[src/rx_stats_defs.vh]
// register map, field positions and timing constants of the receive statistics block
`ifndef RX_STATS_DEFS_VH
`define RX_STATS_DEFS_VH

// ****************************************************************
// register byte addresses
// ****************************************************************
`define ADDR_GOOD 12'h000
`define ADDR_BCAST 12'h004
`define ADDR_MCAST 12'h008
`define ADDR_PAUSE 12'h00C
`define ADDR_CRC 12'h010
`define ADDR_MAC_CONTROL 12'h020
`define ADDR_MAX_LEN 12'h024
`define ADDR_IRQ_STATUS 12'h028
`define ADDR_IRQ_MASK 12'h02C
`define ADDR_PEND_STATUS 12'h030

// ****************************************************************
// fields and values
// ****************************************************************
`define CTL_GIGABIT_BIT 0
`define CTL_TX_FLOW_BIT 1
`define CTL_STATS_IRQ_EN_BIT 2
`define MAX_LEN_RESET 16'h05EE
`define MIN_FRAME_LEN 16'h0040
`define PAUSE_TYPE 16'h8808
`define PAUSE_OPCODE 16'h0001
`define BCAST_ADDR 48'hFFFF_FFFF_FFFF
`define COUNT_ZERO 32'h0000_0000
`define COUNT_ONE 32'h0000_0001
`define WORD_ZERO 32'h0000_0000
`define CLEAR_CYCLES 6'h26
`define CLEAR_CNT_ZERO 6'h00
`define CLEAR_CNT_ONE 6'h01

`endif

[src/rx_stats_counters.v]
// receive statistics counter bank with apb slave and interrupt
//
// Behaviour
// counters cleared 38 clocks after reset
// gigabit mode: write subtracts from count
// decrement below zero gives zero
// normal mode: write loads count directly
// software writes counters with full words
// interrupt when any count reaches 8000_0000
// interrupt holds until counts decremented below
// counters 32 bits, wrap without saturating
// good frame: matched, length ok, error free
// broadcast: good frame to all-ones address
// multicast: good group frame, not broadcast
// pause: type 8808, opcode 0001, good
// pause counted only with flow control on
// crc error: matched, length ok, even nibbles
// overrun ignored by all counters
// odd nibbles with bad check: alignment error
// rx error input during frame: code error
// each counter once per frame at end
// write and increment together both applied
//
// The register addresses and the APB slave port are this design's own decisions.
`timescale 1ns/1ns
`include "rx_stats_defs.vh"

module rx_stats_counters #(
    parameter NUM_COUNTERS = 5
) (
    input wire sys_clk,
    input wire rst,
    input wire psel,
    input wire penable,
    input wire pwrite,
    input wire [11:0] paddr,
    input wire [31:0] pwdata,
    input wire [3:0] pstrb,
    output reg [31:0] prdata,
    output wire pready,
    output wire pslverr,
    input wire frame_start,
    input wire frame_end,
    input wire [15:0] frame_length,
    input wire [47:0] frame_dest_addr,
    input wire [15:0] frame_type,
    input wire [15:0] frame_opcode,
    input wire frame_addr_match,
    input wire frame_odd_nibbles,
    input wire frame_fcs_fail,
    input wire frame_overrun,
    input wire rx_error_input,
    output wire stats_interrupt_pending,
    output wire irq
);

    // ****************************************************************
    // control registers
    // ****************************************************************
    reg [2:0] mac_control_register;
    reg [15:0] rx_max_frame_length;
    reg [NUM_COUNTERS-1:0] irq_status;
    reg [NUM_COUNTERS-1:0] irq_mask;
    reg [5:0] clear_cnt;
    reg clearing;
    reg code_err_seen;
    reg [31:0] count [0:NUM_COUNTERS-1];

    wire gigabit_interface_enable = mac_control_register[`CTL_GIGABIT_BIT];
    wire tx_flow_control_enable = mac_control_register[`CTL_TX_FLOW_BIT];
    wire stats_irq_enable = mac_control_register[`CTL_STATS_IRQ_EN_BIT];

    // apb phases; slave always ready so every access ends in one access cycle
    wire access = psel & penable;
    wire wr = access & pwrite;
    assign pready = 1'b1;
    // partial writes to counters are refused with an error answer
    wire cnt_addr = (paddr <= `ADDR_CRC) && (paddr[1:0] == 2'b00);
    wire known_addr = cnt_addr || paddr == `ADDR_MAC_CONTROL || paddr == `ADDR_MAX_LEN ||
                      paddr == `ADDR_IRQ_STATUS || paddr == `ADDR_IRQ_MASK ||
                      paddr == `ADDR_PEND_STATUS;
    wire partial_cnt_wr = wr && cnt_addr && (pstrb != 4'hF);
    assign pslverr = access & (~known_addr | partial_cnt_wr);

    // ****************************************************************
    // frame classification
    // ****************************************************************
    // rx error seen after the start strobe cycle, up to and including the end strobe, marks a code error
    always @(posedge sys_clk) begin
        if (rst || frame_start)
            code_err_seen <= 1'b0;
        else if (rx_error_input)
            code_err_seen <= 1'b1;
    end

    wire code_err = code_err_seen | rx_error_input;
    wire align_err = frame_odd_nibbles & frame_fcs_fail;
    wire crc_err = ~frame_odd_nibbles & frame_fcs_fail;
    wire len_ok = (frame_length >= `MIN_FRAME_LEN) && (frame_length <= rx_max_frame_length);
    // overrun deliberately takes no part in any term below
    wire good = frame_end & frame_addr_match & len_ok & ~crc_err & ~align_err & ~code_err;
    wire is_bcast = frame_dest_addr == `BCAST_ADDR;
    wire is_group = frame_dest_addr[40];
    wire [NUM_COUNTERS-1:0] inc;
    assign inc[0] = good;
    assign inc[1] = good & is_bcast;
    assign inc[2] = good & is_group & ~is_bcast;
    assign inc[3] = good & tx_flow_control_enable & (frame_type == `PAUSE_TYPE) &
                    (frame_opcode == `PAUSE_OPCODE);
    assign inc[4] = frame_end & frame_addr_match & len_ok & ~align_err & ~code_err &
                    crc_err;

    // ****************************************************************
    // reset clear sequence
    // ****************************************************************
    // counters are held at zero until the clear delay after reset has run out
    always @(posedge sys_clk) begin
        if (rst) begin
            clear_cnt <= `CLEAR_CNT_ZERO;
            clearing <= 1'b1;
        end else if (clearing) begin
            clear_cnt <= clear_cnt + `CLEAR_CNT_ONE;
            if (clear_cnt == `CLEAR_CYCLES - `CLEAR_CNT_ONE)
                clearing <= 1'b0;
        end
    end

    // ****************************************************************
    // counter bank
    // ****************************************************************
    genvar i;
    generate
        for (i = 0; i < NUM_COUNTERS; i = i + 1) begin : g_cnt
            wire hit = wr && (pstrb == 4'hF) && (paddr == (i * 4));
            wire [31:0] inc_val = inc[i] ? `COUNT_ONE : `COUNT_ZERO;
            wire [31:0] base = count[i] + inc_val;
            reg [31:0] next_count;
            // write and increment in the same cycle both land
            always @* begin
                next_count = base;
                if (hit) begin
                    if (gigabit_interface_enable)
                        next_count = (pwdata > base) ? `COUNT_ZERO : base - pwdata;
                    else
                        next_count = pwdata + inc_val;
                end
            end
            always @(posedge sys_clk) begin
                if (rst || clearing)
                    count[i] <= `COUNT_ZERO;
                else
                    count[i] <= next_count;
            end
        end
    endgenerate

    // ****************************************************************
    // pending flags and interrupt
    // ****************************************************************
    wire [NUM_COUNTERS-1:0] pend;
    genvar j;
    generate
        for (j = 0; j < NUM_COUNTERS; j = j + 1) begin : g_pend
            assign pend[j] = count[j][31];
        end
    endgenerate
    // level follows counts and the enable, so it drops once every high count is brought down or the enable is cleared
    assign stats_interrupt_pending = stats_irq_enable & (|pend);
    assign irq = |(irq_status & irq_mask);

    // ****************************************************************
    // control and interrupt registers
    // ****************************************************************
    // sticky status: a newly pending counter sets its bit, set beats clear
    always @(posedge sys_clk) begin
        if (rst) begin
            mac_control_register <= 3'b000;
            rx_max_frame_length <= `MAX_LEN_RESET;
            irq_status <= {NUM_COUNTERS{1'b0}};
            irq_mask <= {NUM_COUNTERS{1'b0}};
        end else begin
            if (wr && paddr == `ADDR_MAC_CONTROL)
                mac_control_register <= pwdata[2:0];
            if (wr && paddr == `ADDR_MAX_LEN)
                rx_max_frame_length <= pwdata[15:0];
            if (wr && paddr == `ADDR_IRQ_MASK)
                irq_mask <= pwdata[NUM_COUNTERS-1:0];
            if (wr && paddr == `ADDR_IRQ_STATUS)
                irq_status <= (irq_status & ~pwdata[NUM_COUNTERS-1:0]) | pend;
            else
                irq_status <= irq_status | pend;
        end
    end

    // ****************************************************************
    // read data
    // ****************************************************************
    // read data registered at the setup cycle so it is valid in the access cycle
    always @(posedge sys_clk) begin
        if (rst) begin
            prdata <= `WORD_ZERO;
        end else if (psel && !penable && !pwrite) begin
            if (cnt_addr)
                prdata <= count[paddr[4:2]];
            else if (paddr == `ADDR_MAC_CONTROL)
                prdata <= {29'h0, mac_control_register};
            else if (paddr == `ADDR_MAX_LEN)
                prdata <= {16'h0000, rx_max_frame_length};
            else if (paddr == `ADDR_IRQ_STATUS)
                prdata <= {{(32-NUM_COUNTERS){1'b0}}, irq_status};
            else if (paddr == `ADDR_IRQ_MASK)
                prdata <= {{(32-NUM_COUNTERS){1'b0}}, irq_mask};
            else if (paddr == `ADDR_PEND_STATUS)
                prdata <= {{(32-NUM_COUNTERS){1'b0}}, pend};
            else
                prdata <= `WORD_ZERO;
        end
    end

endmodule

[config.mk]
export PLATFORM = sky130hd
export DESIGN_NAME = rx_stats_counters
export DESIGN_NICKNAME = d
export VERILOG_FILES = /design/src/rx_stats_counters.v
export VERILOG_INCLUDE_DIRS = /design/src
export SDC_FILE = /design/constraint.sdc
export NUM_CORES = 1
export LEC_CHECK = 0
export ABC_CLOCK_PERIOD_IN_PS = 13500
export BUFFER_PORTS_ARGS = -buffer_cell sky130_fd_sc_hd__buf_2
export CAP_MARGIN = 20
export CORE_MARGIN = 4
export CORE_UTILIZATION = 65
export CTS_CLUSTER_SIZE = 10
export DETAILED_ROUTE_END_ITERATION = 10
export PLACE_DENSITY = 0.84
export SLEW_MARGIN = 40
export SYNTH_ARGS = -nofsm -noshare
export SYNTH_HDL_FRONTEND = slang
export SYNTH_SLANG_ARGS = --single-unit
export TNS_END_PERCENT = 20
[constraint.sdc]
create_clock -name sys_clk -period 13.5 [get_ports sys_clk]
set_input_delay 2.7 -clock sys_clk [delete_from_list [all_inputs] [get_ports sys_clk]]
set_output_delay 2.7 -clock sys_clk [all_outputs]
set_load 0.01 [all_outputs]
==> results.cfg, run 1 <==
[run_status]
run_status = complete, no violations

[clocking]
clk_pin_slew_worst_paths_ps = 60
tritoncts_clock_tree = yes
cts.htree.levels = 1
cts-buffers-inserted = 30
clock_sink_count = 229
cts_setup_buffers = 0
max-clock-path-buffers = 3
post_cts_hold_buffer_count = 0
insertion_delay_ps = 600
post_cts_resize_count = 0
clock_tree.root_cell = clkbuf_16

[critical_path]
critPathRequiredTime_ps = 13940
worst_setup_path_end_kind = flip-flop
crit_fanout = 22
r2r_depth = 30
critPathArrivalTime_ps = 10420
critPathMaxStageDelay_ps = 540
crit_path_top_delay_cell = or4_1
reg2reg_from = rx_max_frame_length[9]
critical_path.startpoint_type = input pin
cp_launch_point = frame_length[9]
worstSetupPathType = in -> reg

[routing]
detail_route.first_pass.iterations = 8
drt-wirelength-per-cell_um = 23.5
first_iter_violations = 3702
route.antenna.remaining_nets = 0
met2WireLength_um = 40500
postRouteWirelength_um = 93100
dr_vias = 27296
remaining_drc_errors = 0
via_density = 6.90
sum_of_routed_wire_segments_on_met1_um = 35200
met3_length_um = 12600
top_signal_layer_used = met5

[global_routing]
gr-total-overflow = 0
grt_start_max_net_pins = 75
grt_antenna_before_repair = 7
number_of_global_route_vias_before_repair = 25781
grt_pass1_wl_um = 141000
globalRouteTotalUtil_pct = 42.5

[logic_synthesis]
synth.distinct_cells = 86
synth.yosys.seq_area_share_pct = 18.5
mappedNetlistArea_sq_um = 24800
yosysWarnings = 0
post-synth-top-area-cell = dfxtp_1
synth_enable_flop_cells = 0
avgSynthCellArea_sq_um = 7.40
yosys_most_used_dff = dfxtp_1
asyncSetResetFlopFracSynth_pct = 0
synth.top_cells.by_area = dfxtp_1 (18%), xnor2_1 (12%), ha_1 (10%)
post_synth_inst_count = 3355
post_synthesis_net_count = 3714
synth_seq_cells = 229
synth.top_cell.area_share_pct = 18.5

[timing]
fmaxAchievable_mhz = 100
layout_min_cycle_time_ps = 9980
timing.final.ws_setup_ps = 3520
timing.slew.headroom_pct = 36.4
clock-skew-final_ps = 28.9
final_max_slew_viol_count = 0
rsz0062_at_grt = false
setup_viol = 0
tns_ps = 0
report.final.hold_viol_count = 0
post-route-period-util_pct = 73.9
tightestPinTransition_ps = 930

[flow_run]
maxCapViolCount = 0

[finish]
layout.cells.most_common = nand2_1
area_growth_pct = 8.74
drive_gt1_share_pct = 10.3
most-common-layout-cells = nand2_1 (357), xnor2_1 (327), nor2_1 (326)
layout.nets = 3785

[floorplan]
coreArea_sq_um = 37700
start_util_pct = 65.9
die-area_sq_um = 41400
num_rows = 71
i_o_pin_total = 192
vertical_extent_of_the_die_um = 203
floorplan.die.width_um = 203

[power_and_ir_drop]
power.share.clock_pct = 47.6
pwr_density_cell_nw_per_um2 = 65.2
power_leakage_nw = 11.4
peakVddDrop_mv = 0.0900
power_frac_comb_pct = 13.8
p_int_w = 0.00127
netSwitchingPower_w = 0.000491
power.sequential.fraction_pct = 38.6
netSwitchingFraction_pct = 27.9

[min_path]
hp-class = reg -> reg
min-delay-start = rx_max_frame_length[11]
whs_path_depth = 2

[place]
gp_congestion = 1.07
io_buffer_count = 189
preCtsSetupSlack_ps = 3230
dp_hpwl_um = 71300
[path summary, 6_finish.rpt]
path,endpoint,slack (ps)
worst max-delay path,count[1][26],3520
worst min-delay path,rx_max_frame_length[11],480
worst max register to register,count[1][26],5310
worst min register to register,rx_max_frame_length[11],480
[worst max-delay path: cells and delay by family]
family,cells,cell delay [ps]
xor gates and xnor gates,1,230
buffers and inverters,2,620
and+or+nand+nor,13,3610
adders and majority gates,4,1200
AOI/OAI and AO/OA,10,2030
[Yosys cell counts (6+ instances only)]
cell and number:
or3_1 15, o21a_1 23, nor4_1 15, nand2b_1 30, a21oi_1 245, and3_1 62
buf_2 20, a31oi_1 36, nand2_1 358, a21o_1 87, a211oi_1 28, buf_1 7
nor4b_1 6, o31a_1 7, o211ai_1 20, ha_1 198, inv_1 83, o21bai_1 18
nor3_1 63, and2_1 24, o221ai_1 99, or4_1 7, nor2b_1 32, and4_1 16
inv_2 18, dfxtp_1 229, xnor2_1 327, o31ai_1 7, nor2_1 328, nand4_1 82
or2_2 8, nor3b_1 8, o21ai_0 268, xor2_1 112, a22oi_1 18, a211o_1 10
o211a_1 36, nand3_1 128, mux4_2 32, clkbuf_1 144
[layout make-up]
cell class,instances,area [sq um]
diodes,2,5.00
flip-flops and latches,229,4590
fillers,3118,10700
inverters,105,395
repair buffers,215,1160
clock inverters,7,121
well taps,511,639
clock buffers,43,880
multi-input cells,2845,19200
[routing by layer]
layer	up-vias	global-route usage, %
met5	-	0
met4	8	19.0
met3	359	9.94
met2	1911	67.4
met1	12688	55.3
li1	12330	-
[logic make-up after synthesis]
family          synth area share, %
simple gates                   22.8
other cells                  0.0151
compound gates                 25.2
buf+inv                        4.47
fa+ha+maj                      10.4
flops                          18.5
mux                            3.16
xor+xnor                       15.5
[power by group through the flow]
stage / logic [W] / clock network, W / registers [W]
6_report: 0.000243 / 0.000838 / 0.000680
5_1_grt: 0.000259 / 0.000855 / 0.000681
4_1_cts: 0.000234 / 0.000830 / 0.000681
3_5_place_dp: 0.000232 / 0 / 0.000695
3_3_place_gp: 0.000224 / 0 / 0.000695
2_1_floorplan: 0.000153 / 0 / 0.000696
[flip-flops by register name, indices dropped and copies added, names as in the netlist]
signal / flops
clear_cnt: 6
clearing: 1
code_err_seen: 1
mac_control_register: 3
irq_status: 5
rx_max_frame_length: 16
count: 160
irq_mask: 5
prdata: 32
[metrics by stage]
| step | std cells | util (%) | power, W | cell area (sq um) | hold WS [ps] |
|---|---|---|---|---|---|
| floorplan | 3355 | - | 0.000849 | 24800 | 440 |
| global placement | 3904 | 68.8 | 0.000919 | 25900 | 457 |
| detailed placement | 3905 | 69.0 | 0.000927 | 26000 | 469 |
| CTS | 3955 | 71.6 | 0.00174 | 27000 | 474 |
| global route | 3957 | 71.7 | 0.00180 | 27000 | 497 |
| finish | 3957 | 71.7 | 0.00176 | 27000 | 479 |
(Power assumes the default switching activity.)
==> inputs of run 2 (changes only) <==
ABC_CLOCK_PERIOD_IN_PS = 9100   (was 13500)
CORE_UTILIZATION = 57   (was 65)
PLACE_DENSITY = 0.78   (was 0.84)
clock period = 9.1 ns   (was 13.5 ns; I/O delays follow)
==> run 2 against run 1 <==
  * Sequential cell count is the same
  * Setup slack lost 2600 ps
  * Clock skew shrank 13 ps
  * Via count shrank 2.3%
  * Utilization shrank 8.7 points
  * Sequential power grew 49%
  * Count of clock-buffer cells in the layout shrank 3
  * Critical path depth shrank 2
  * Critical path type unchanged
==> results.cfg, run 2 (synthesized netlist as in run 1, its figures left out) <==
[global_routing]
globalRouteTotalUtil_pct = 37.2
grt_pass1_wl_um = 141000
gr-total-overflow = 0
grt_start_max_net_pins = 141
grt_antenna_before_repair = 3
number_of_global_route_vias_before_repair = 25425

[clocking]
clock_tree.root_cell = clkbuf_16
clk_pin_slew_worst_paths_ps = 60
cts_setup_buffers = 0
post_cts_hold_buffer_count = 0
max-clock-path-buffers = 3
tritoncts_clock_tree = yes
cts-buffers-inserted = 29
insertion_delay_ps = 590
post_cts_resize_count = 0
cts.htree.levels = 1
clock_sink_count = 229

[routing]
via_density = 6.59
route.antenna.remaining_nets = 0
postRouteWirelength_um = 91900
remaining_drc_errors = 0
dr_vias = 26679
first_iter_violations = 3517
drt-wirelength-per-cell_um = 22.7
detail_route.first_pass.iterations = 8

[timing]
timing.slew.headroom_pct = 43.8
clock-skew-final_ps = 15.8
post-route-period-util_pct = 90.1
tns_ps = 0
tightestPinTransition_ps = 844
fmaxAchievable_mhz = 122
setup_viol = 0
rsz0062_at_grt = false
layout_min_cycle_time_ps = 8200
final_max_slew_viol_count = 0
report.final.hold_viol_count = 0
hold-worst-slack_ps = 465

[finish]
fillerInstances = 3867
layout.cells.most_common = nand2_1
area_growth_pct = 9.34
drive_gt1_share_pct = 10.6
layout.nets = 3806
max_flop_register = count
post-route-cell-area_sq_um = 27100
most-common-layout-cells = nand2_1 (358), xnor2_1 (327), nor2_1 (326)
largest_reg_flops = 160
top_regs = count (160), prdata (32), rx_max_frame_length (16)
fin_cells = 4048

[power_and_ir_drop]
p_int_w = 0.00177
pwr_density_cell_nw_per_um2 = 91.0
netSwitchingPower_w = 0.000703
power_frac_comb_pct = 14.5
peakVddDrop_mv = 0.141
power_leakage_nw = 11.4
power.share.clock_pct = 44.7
netSwitchingFraction_pct = 28.5
power.sequential.fraction_pct = 40.9

[floorplan]
floorplan.die.width_um = 217
coreArea_sq_um = 43100
i_o_pin_total = 192
vertical_extent_of_the_die_um = 217
die-area_sq_um = 46900
start_util_pct = 57.6
num_rows = 76

[critical_path]
critPathArrivalTime_ps = 8680
critical_path.startpoint_type = input pin
worst_setup_path_end_kind = flip-flop
crit_fanout = 6
worstSetupPathType = in -> reg
crit_path_top_delay_cell = or3b_2
critPathRequiredTime_ps = 9580
critPathMaxStageDelay_ps = 480
r2r_depth = 28

[place]
dp_hpwl_um = 71000
placed_cells_incl_taps = 4001
io_buffer_count = 189
gp_congestion = 1.03
dpl_cell_area_sq_um = 26300

[min_path]
whs_path_depth = 2
hp-class = reg -> reg

[run_status]
run_status = complete, no violations

[flow_run]
maxCapViolCount = 0
## run 2: cell types whose count changed in the layout (fill, tap and decap cells not counted), sizes merged
| cell | before | now |
|---|---|---|
| inv | 101 | 102 |
| clkinv | 8 | 7 |
| bufinv | 3 | 1 |
| clkinvlp | 0 | 1 |
| diode | 2 | 1 |
| clkbuf | 43 | 40 |
| buf | 215 | 237 |
## run 2: layout make-up
| class | count | area [sq um] | area share, % |
|---|---|---|---|
| antenna | 1 | 2.50 | 0.00922 |
| inverter | 105 | 394 | 1.45 |
| tap | 585 | 732 | 2.70 |
| timing repair buffer | 237 | 1360 | 4.99 |
| sequential | 229 | 4590 | 16.9 |
| clock inverter | 6 | 61.3 | 0.226 |
| multi-input combinational | 2845 | 19200 | 70.8 |
| clock buffer | 40 | 797 | 2.94 |
## run 2: metal layers
layer	vias to the layer above	wire length (um)	global-route usage (%)
met5	-	11	0
met4	2	4240	15.1
met2	1529	39900	58.8
met1	12527	36900	49.8
li1	12367	-	-
met3	254	10900	7.59
## run 2: power groups by stage
stage	combinational (W)	sequential (W)	clock (W)
6_report	0.000357	0.00101	0.00110
5_1_grt	0.000384	0.00101	0.00114
4_1_cts	0.000346	0.00101	0.00110
3_3_place_gp	0.000333	0.00103	0
3_5_place_dp	0.000343	0.00103	0
2_1_floorplan	0.000227	0.00103	0
## run 2: final timing paths
check	slack (ps)	endpoint	from
worst min-delay path	470	rx_max_frame_length[12]	rx_max_frame_length[12]
worst min register to register	470	rx_max_frame_length[12]	rx_max_frame_length[12]
worst max register to register	1860	count[4][27]	rx_max_frame_length[9]
worst max-delay path	900	count[4][27]	frame_length[9]
## run 2: through the flow
step                util, %  setup WS (ps)  total power [W]
floorplan                 -           1650          0.00126
global placement       60.9            540          0.00136
detailed placement     61.0            307          0.00137
CTS                    63.0            864          0.00246
global route           63.0            308          0.00253
finish                 63.0            899          0.00247
## run 2: worst max-delay path: cells and delay by family
family	cells	cell delay [ps]
xor gates and xnor gates	2	410
buffers and inverters	1	110
AOI/OAI and AO/OA	13	3130
adders and majority gates	4	1160
and+or+nand+nor	8	2040
